--- src/hdl/ppfs_map.vh ---
// port pin function select: register offsets, fields, reset values
// assumes a 32-bit avalon-mm slave with word addressing by byte offset
`ifndef PPFS_MAP_VH
`define PPFS_MAP_VH
`define PPFS_OFS_P1_DIR   4'h0
`define PPFS_OFS_P1FSEL   4'h1
`define PPFS_OFS_P2_DIR   4'h2
`define PPFS_OFS_P2FSEL   4'h3
`define PPFS_OFS_ANCTL    4'h4
`define PPFS_OFS_P1OUT    4'h5
`define PPFS_OFS_P2OUT    4'h6
`define PPFS_OFS_PININ    4'h7
`define PPFS_ANCTL_AE_LSB 0
`define PPFS_ANCTL_OPS    5
`define PPFS_ANCTL_LCD    6
`define PPFS_RST_BYTE     8'h00
`define PPFS_RST_ANCTL    7'h00
`endif

--- src/hdl/ppfs_pin.v ---
// one digital pad slot: general i/o, peripheral or driven ground by direction and select
// assumes the caller applies analog and lcd overrides afterwards
`timescale 1ns/100ps
module ppfs_pin
(
    // control
    input  wire dir_bit,
    input  wire sel_bit,
    input  wire out_bit,
    input  wire periph_out,
    input  wire has_periph,
    // pad side
    output wire pad_out,
    output wire pad_oe,
    output wire periph_in_en
);
    // select 0 is plain i/o; select 1 output is peripheral or digital ground
    assign pad_out      = sel_bit ? (has_periph ? periph_out : 1'b0) : out_bit;
    assign pad_oe       = dir_bit;
    assign periph_in_en = sel_bit & ~dir_bit & has_periph;
endmodule // ppfs_pin

--- src/hdl/ppfs_top.v ---
// pin function mux for port 1 bits 3..7 and port 2 bits 0..7, avalon-mm registers
// assumes asynchronous pad inputs pass two flops here; analog paths are control enables only
//
// Chosen here: the Avalon-MM interface to the registers and the register offsets.
`timescale 1ns/100ps
`include "ppfs_map.vh"
// Operation
// - select picks gpio or timer function: capture/compare on p1.3, clock in/aux clock out on p1.5
// - no peripheral: select with output drives ground
// - analog enable: converter input, driver and trigger off
// - p1.4: converter output beats analog, then gpio
// - converter output disables driver and schmitt trigger
// - negative inputs tie to analog ground when clear
// - p1.6 gpio or pair two negative input
// - lcd enable makes port 2 segments 13..6
// - reset restores general i/o on every pin
module ppfs_top
(
    // clock and reset
    input  wire        mclk,
    input  wire        reset,
    // avalon-mm slave
    input  wire [5:0]  avs_address,
    input  wire        avs_read,
    input  wire        avs_write,
    input  wire [31:0] avs_writedata,
    output reg  [31:0] avs_readdata,
    output wire        avs_waitrequest,
    // peripherals
    input  wire        timer_compare2_output,
    input  wire        aux_clock,
    input  wire [7:0]  lcd_segment_data,
    output wire        timer_capture2_input_a,
    output wire        timer_external_clock_input,
    output wire        timer_inverted_clock_input,
    // converter routing enables
    output wire        analog_pair4_positive,
    output wire        analog_pair_three_positive,
    output wire        analog_pair_two_positive,
    output wire        analog_pair_three_negative,
    output wire        analog_pair_two_negative,
    output wire        neg3_to_analog_ground_level,
    output wire        neg2_to_analog_ground_level,
    output wire        converter_analog_output,
    // port 1 pads, bits 3..7
    input  wire [7:3]  p1_pad_in,
    output wire [7:3]  p1_pad_out,
    output wire [7:3]  p1_pad_oe,
    output wire [7:3]  p1_schmitt_en,
    // port 2 pads
    input  wire [7:0]  p2_pad_in,
    output wire [7:0]  p2_pad_out,
    output wire [7:0]  p2_pad_oe,
    output wire [7:0]  p2_schmitt_en,
    output wire [7:0]  p2_lcd_en
);
    // software-visible control registers
    reg  [7:0]  p1_dir_r;
    reg  [7:0]  p1_sel_r;
    reg  [7:0]  p2_dir_r;
    reg  [7:0]  p2_sel_r;
    reg  [7:0]  p1out_r;
    reg  [7:0]  p2out_r;
    reg  [6:0]  anctl_r;
    // pad level synchroniser, read by the pin-in register and the timer inputs
    reg  [12:0] sync1_r;
    reg  [12:0] sync2_r;
    reg         rd_done_r;

    // decoded control fields and per-slot results
    wire [3:0]  word;
    wire [4:0]  analog_input_enable_bit;
    wire        converter_output_select;
    wire        lcd_segment_group_enable;
    wire [7:3]  d_out;
    wire [7:3]  d_oe;
    wire [7:3]  d_pin;
    wire [7:0]  q_out;
    wire [7:0]  q_oe;
    wire [7:3]  p1_ae;
    wire [7:3]  p1_hasp;
    wire [7:3]  p1_pout;

    assign word                     = avs_address[5:2];
    assign analog_input_enable_bit  = anctl_r[4:0];
    assign converter_output_select  = anctl_r[`PPFS_ANCTL_OPS];
    assign lcd_segment_group_enable = anctl_r[`PPFS_ANCTL_LCD];

    // reads wait one cycle so readdata comes from a flop; writes never wait
    assign avs_waitrequest = avs_read & ~rd_done_r;

    always @(posedge mclk)
    begin
        if (reset)
        begin
            p1_dir_r  <= `PPFS_RST_BYTE;
            p1_sel_r  <= `PPFS_RST_BYTE;
            p2_dir_r  <= `PPFS_RST_BYTE;
            p2_sel_r  <= `PPFS_RST_BYTE;
            p1out_r   <= `PPFS_RST_BYTE;
            p2out_r   <= `PPFS_RST_BYTE;
            anctl_r   <= `PPFS_RST_ANCTL;
            rd_done_r <= 1'b0;
            avs_readdata <= 32'h0000_0000;
            sync1_r   <= 13'h0;
            sync2_r   <= 13'h0;
        end
        else
        begin
            // pads are asynchronous: only the second flop feeds logic
            sync1_r   <= {p2_pad_in, p1_pad_in};
            sync2_r   <= sync1_r;
            rd_done_r <= avs_read & ~rd_done_r;
            // unmapped writes fall through and change nothing
            if (avs_write)
            begin
                case (word)
                    `PPFS_OFS_P1_DIR: p1_dir_r <= avs_writedata[7:0];
                    `PPFS_OFS_P1FSEL: p1_sel_r <= avs_writedata[7:0];
                    `PPFS_OFS_P2_DIR: p2_dir_r <= avs_writedata[7:0];
                    `PPFS_OFS_P2FSEL: p2_sel_r <= avs_writedata[7:0];
                    `PPFS_OFS_ANCTL:  anctl_r <= avs_writedata[6:0];
                    `PPFS_OFS_P1OUT:  p1out_r <= avs_writedata[7:0];
                    `PPFS_OFS_P2OUT:  p2out_r <= avs_writedata[7:0];
                    default:          p1out_r <= p1out_r;
                endcase
            end
            // one fetch per request; readdata then holds until the next read
            if (avs_read & ~rd_done_r)
            begin
                case (word)
                    `PPFS_OFS_P1_DIR: avs_readdata <= {24'h000000, p1_dir_r};
                    `PPFS_OFS_P1FSEL: avs_readdata <= {24'h000000, p1_sel_r};
                    `PPFS_OFS_P2_DIR: avs_readdata <= {24'h000000, p2_dir_r};
                    `PPFS_OFS_P2FSEL: avs_readdata <= {24'h000000, p2_sel_r};
                    `PPFS_OFS_ANCTL:  avs_readdata <= {25'h0, anctl_r};
                    `PPFS_OFS_P1OUT:  avs_readdata <= {24'h000000, p1out_r};
                    `PPFS_OFS_P2OUT:  avs_readdata <= {24'h000000, p2out_r};
                    `PPFS_OFS_PININ:  avs_readdata <= {16'h0000, sync2_r[12:5], sync2_r[4:0], 3'h0};
                    default:          avs_readdata <= 32'h0000_0000;
                endcase
            end
        end
    end

    // per-pin peripheral availability: only bits 3 and 5 carry timer functions
    assign p1_hasp = 5'b00101;
    assign p1_pout = {2'b00, aux_clock, 1'b0, timer_compare2_output};
    assign p1_ae   = analog_input_enable_bit;

    // one slot per pad; port 2 has no peripheral functions of its own
    genvar i;
    generate
        for (i = 3; i < 8; i = i + 1)
        begin : g_p1
            ppfs_pin u_pin
            (
                .dir_bit      (p1_dir_r[i]),
                .sel_bit      (p1_sel_r[i]),
                .out_bit      (p1out_r[i]),
                .periph_out   (p1_pout[i]),
                .has_periph   (p1_hasp[i]),
                .pad_out      (d_out[i]),
                .pad_oe       (d_oe[i]),
                .periph_in_en (d_pin[i])
            );
        end
        for (i = 0; i < 8; i = i + 1)
        begin : g_p2
            ppfs_pin u_pin
            (
                .dir_bit      (p2_dir_r[i]),
                .sel_bit      (p2_sel_r[i]),
                .out_bit      (p2out_r[i]),
                .periph_out   (1'b0),
                .has_periph   (1'b0),
                .pad_out      (q_out[i]),
                .pad_oe       (q_oe[i]),
                .periph_in_en ()
            );
        end
    endgenerate

    // port 1: analog enable drops driver and schmitt trigger (avoids cross currents)
    assign p1_pad_out[3]   = d_out[3] & ~p1_ae[3];
    assign p1_pad_oe[3]    = d_oe[3] & ~p1_ae[3];
    assign p1_schmitt_en[3] = ~p1_ae[3];
    assign p1_pad_out[5]   = d_out[5] & ~p1_ae[5];
    assign p1_pad_oe[5]    = d_oe[5] & ~p1_ae[5];
    assign p1_schmitt_en[5] = ~p1_ae[5];
    assign p1_pad_out[7]   = d_out[7] & ~p1_ae[7];
    assign p1_pad_oe[7]    = d_oe[7] & ~p1_ae[7];
    assign p1_schmitt_en[7] = ~p1_ae[7];
    // p1.4: converter output has top priority
    assign p1_pad_out[4]   = d_out[4] & ~p1_ae[4] & ~converter_output_select;
    assign p1_pad_oe[4]    = d_oe[4] & ~p1_ae[4] & ~converter_output_select;
    assign p1_schmitt_en[4] = ~p1_ae[4] & ~converter_output_select;
    assign p1_pad_out[6]   = d_out[6] & ~p1_ae[6];
    assign p1_pad_oe[6]    = d_oe[6] & ~p1_ae[6];
    assign p1_schmitt_en[6] = ~p1_ae[6];

    // timer inputs read the synchronised pad only while the function is selected
    // limitation: the timer sees a pad edge two cycles late
    assign timer_capture2_input_a     = d_pin[3] & ~p1_ae[3] & sync2_r[0];
    assign timer_external_clock_input = d_pin[5] & ~p1_ae[5] & sync2_r[2];
    assign timer_inverted_clock_input = d_pin[5] & ~p1_ae[5] & ~sync2_r[2];

    // converter routing; ground ties stay on so an unused negative input never floats
    assign analog_pair4_positive       = p1_ae[3];
    assign analog_pair_three_positive  = p1_ae[5];
    assign analog_pair_two_positive    = p1_ae[7];
    assign analog_pair_three_negative  = p1_ae[4] & ~converter_output_select;
    assign analog_pair_two_negative    = p1_ae[6];
    assign neg3_to_analog_ground_level = ~analog_pair_three_negative;
    assign neg2_to_analog_ground_level = ~p1_ae[6];
    assign converter_analog_output     = converter_output_select;

    // lcd enable wins over direction and select on every port 2 pin
    // port 2: lcd takes every pin, bit 0 segment 13 down to bit 7 segment 6
    assign p2_pad_out    = lcd_segment_group_enable ? lcd_segment_data : q_out;
    assign p2_pad_oe     = lcd_segment_group_enable ? 8'hff : q_oe;
    assign p2_schmitt_en = lcd_segment_group_enable ? 8'h00 : 8'hff;
    assign p2_lcd_en     = {8{lcd_segment_group_enable}};
endmodule // ppfs_top

--- config.mk ---
export PLATFORM = sky130hd
export DESIGN_NAME = ppfs_top
export DESIGN_NICKNAME = d
export VERILOG_FILES = /design/src/hdl/ppfs_pin.v /design/src/hdl/ppfs_top.v
export VERILOG_INCLUDE_DIRS = /design/src /design/src/hdl
export SDC_FILE = /design/constraint.sdc
export NUM_CORES = 1
export LEC_CHECK = 0
export BUFFER_PORTS_ARGS = -buffer_cell sky130_fd_sc_hd__clkbuf_2
export CAP_MARGIN = 10
export CORE_UTILIZATION = 42
export CTS_CLUSTER_DIAMETER = 30
export DETAILED_ROUTE_END_ITERATION = 10
export GPL_TIMING_DRIVEN = 0
export PLACE_DENSITY = 0.75
export SYNTH_ARGS = -nofsm -noshare
export SYNTH_HDL_FRONTEND = slang
export SYNTH_HIERARCHICAL = 1
export SYNTH_SLANG_ARGS = --single-unit
--- constraint.sdc ---
create_clock -name mclk -period 1.6 [get_ports mclk]
set_input_delay 0.32 -clock mclk [delete_from_list [all_inputs] [get_ports mclk]]
set_output_delay 0.32 -clock mclk [all_outputs]
set_load 0.05 [all_outputs]
==> summary by stage <==
Clocking
The maximum level of the CTS H-tree is 3. The clock latency on the worst-skew pair is about 0.37 ns. The TritonCTS sink count is 98. TritonCTS built the clock tree.

The cell sitting at the root of the clock tree is a clkbuf_8. The clock slew at the register clock pins of the worst setup and hold paths is about 0.11 ns. TritonCTS created 9 clock buffers. The number of buffers added to fix hold violations after cts is 0. The clock passes through at most 2 buffers.

Timing
Setup repair after global routing could not meet its margin everywhere. For the pin with the worst max-slew slack, the measured transition is ~0.6 ns. Summed over all failing endpoints, the final setup total negative slack is -5.75 ns. The smallest setup slack after layout is -0.277 ns.

In the finished design, the share of the clock period the worst path needs comes to 117%. The final number of hold-violating endpoints is 0. The highest attainable clock frequency is around 530 MHz. Final hold analysis gives a worst-case slack of 0.147 ns.

On the final layout, the worst clock skew is 0.00822 ns. The final critical path time including I/O delays and setup is around 1.9 ns. The number of pins exceeding their max-slew limit in the final report is 0. Setup violations remaining at the end of the flow were counted as 26. The remaining max-slew budget at the tightest pin is between 60% and 70%.

Place
The pre-CTS worst setup slack is -0.311 ns. At the end of routability-driven placement, the weighted congestion stood at 0.862. The half-perimeter wire length after placement is 9.12 mm. Port buffering added around 110 buffers.

The post-placement cell area is approximately 5700 um^2.

Worst setup path
By startpoint and endpoint, the worst setup path is classified as reg2out. The category of the worst setup path launch point is a register. Along the worst path, the maximum fanout reaches 8. The critical path endpoint category is a primary output. Data on the critical path is required at its endpoint by about 1.3 ns. The data arrival time at the worst-slack endpoint is around 1.6 ns.

Global routing
The global-route wire length before repair is approximately 20 mm. For this run, the total global-route usage over all layers was measured as between 20% and 30%. The number of global-route vias before repair is about 4200. The initial antenna violation count is 0. The largest net degree at the start of global routing is 21. The leftover overflow at the end of global routing is 0.

Die
Measured along the x axis, the die boundary spans 108 um. The initialized floorplan defines 38 standard-cell rows. The initial utilization of the core area, before any placement, comes to between 40% and 50%. The die covers ~12000 um^2. The die is between 100 and 150 um tall. The core region is ~11000 um^2. The number of I/O pins is roughly 160.

Min path
The min-delay analysis places its worst path in the category in2reg.

Detailed routing
For this run, the detailed router's first-pass iteration total came to 5. In this run, the number of DRC markers left after iteration 0 of detailed routing was about 280. For this run, design rule violations remaining after detail routing come to 0. The wire length after detailed routing is between 10 and 15 mm. The routed via count divided by cell count is between 5 and 6. The number of nets with antenna violations after detailed routing is 0. In the final routed layout, each cell accounts on average for approximately 15 um. Summing over every cut layer, the via total after detailed routing is approximately 4300.

Finish
The library cells used most frequently in the layout, excluding fill and tap cells, are 82 x dfxtp_1, 66 x clkbuf_2, 61 x buf_4, 50 x mux2i_1, 44 x nor2_1. In the final layout, the share of cells above drive strength 1 is a little under two fifths. The library cell used most frequently in the layout, excluding fill and tap cells, is dfxtp_1. The register area is between 1500 and 2000 um^2. Counting the fill cells in the layout gives approximately 900. After routing the design area is between 6000 and 7000 um^2. The signed area change from the synthesized netlist to the final layout is 41.8%. The diode insertion count for antenna repair is 0. The final layout net count is a little under 800. The area of the multi-input gates is between 2000 and 2500 um^2.

Outcome
The run finished, with violations left. The checks that failed: setup timing.

Power
The worst vdd rail ir drop is 0.521 mV. The leakage component of the power is between 0.003 and 0.004 uW. The total power density per cell area is approximately 730 nW/um^2.

Synth
During synthesis, Yosys emitted a total of 6 warnings. After synthesis, the mean cell area works out to just under 9 um^2. Synthesis produced 530 cells. The post-synthesis instance area is between 4000 and 5000 um^2.

Run
The number of max-capacitance violations reported is 0.
-- worst max-delay path, cell delays in order, from the launching register on --
cell,delay [ns]
dfxtp_4,0.37
clkbuf_16,0.14
clkbuf_16,0.13
clkinvlp_4,0.19
buf_8,0.19
clkbuf_16,0.16
-- final timing paths --
check / start / endpoint / slack [ns] / cells past startpoint
worst max-delay path: anctl_r[6] / p2_schmitt_en[2] / -0.28 / 5
worst min-delay path: p2_pad_in[3] / sync1_r[8] / 0.15 / 2
worst max register to register: rd_done_r / avs_readdata[2] / 0.21 / 6
worst min register to register: sync1_r[6] / sync2_r[6] / 0.45 / 1
-- registers in the layout, summed over array words and instances (netlist names) --
register      flops
sync1_r          13
sync2_r          13
p1_sel_r          8
p2_dir_r          8
anctl_r           7
p2_sel_r          8
p1_dir_r          8
avs_readdata     16
p1out_r           8
rd_done_r         1
p2out_r           8
-- timing repair --
action / 4_1_cts / 5_1_grt
cloned: 1 / 0
pin swaps: 5 / 2
setup endpoints to repair: 37 / 56
resized for setup: 105 / 58
buffers inserted: 11 / 6
-- power by group --
part	internal (uW)	switching, uW	total, uW
combinational	276	452	727
clock	625	992	1620
sequential	2490	29.9	2520
total	3390	1470	4860
-- area by class of cell --
| type | instances | area share (%) |
|---|---|---|
| inverters | 20 | 1.22 |
| flip-flops and latches | 98 | 29.9 |
| clock buffers | 9 | 1.86 |
| well taps | 140 | 2.64 |
| plain buffers | 78 | 9.28 |
| multi-input cells | 374 | 35.6 |
| clock inverters | 7 | 1.22 |
| repair buffers | 129 | 18.2 |
-- metal layers --
layer	vias to the layer above	wire length, um	track usage, %
met4	0	353	6.85
met5	-	0	0
met2	193	6200	39.2
li1	2064	-	-
met1	2042	5320	27.9
met3	31	965	5.93
-- metrics by stage --
| step | power (uW) | utilization (%) | cells |
|---|---|---|---|
| floorplan | 3040 | - | 570 |
| global placement | 3200 | 52.1 | 821 |
| detailed placement | 3210 | 52.1 | 821 |
| CTS | 4860 | 60.0 | 849 |
| global route | 5040 | 61.3 | 855 |
| finish | 4860 | 61.3 | 855 |
(Power assumes the default switching activity.)
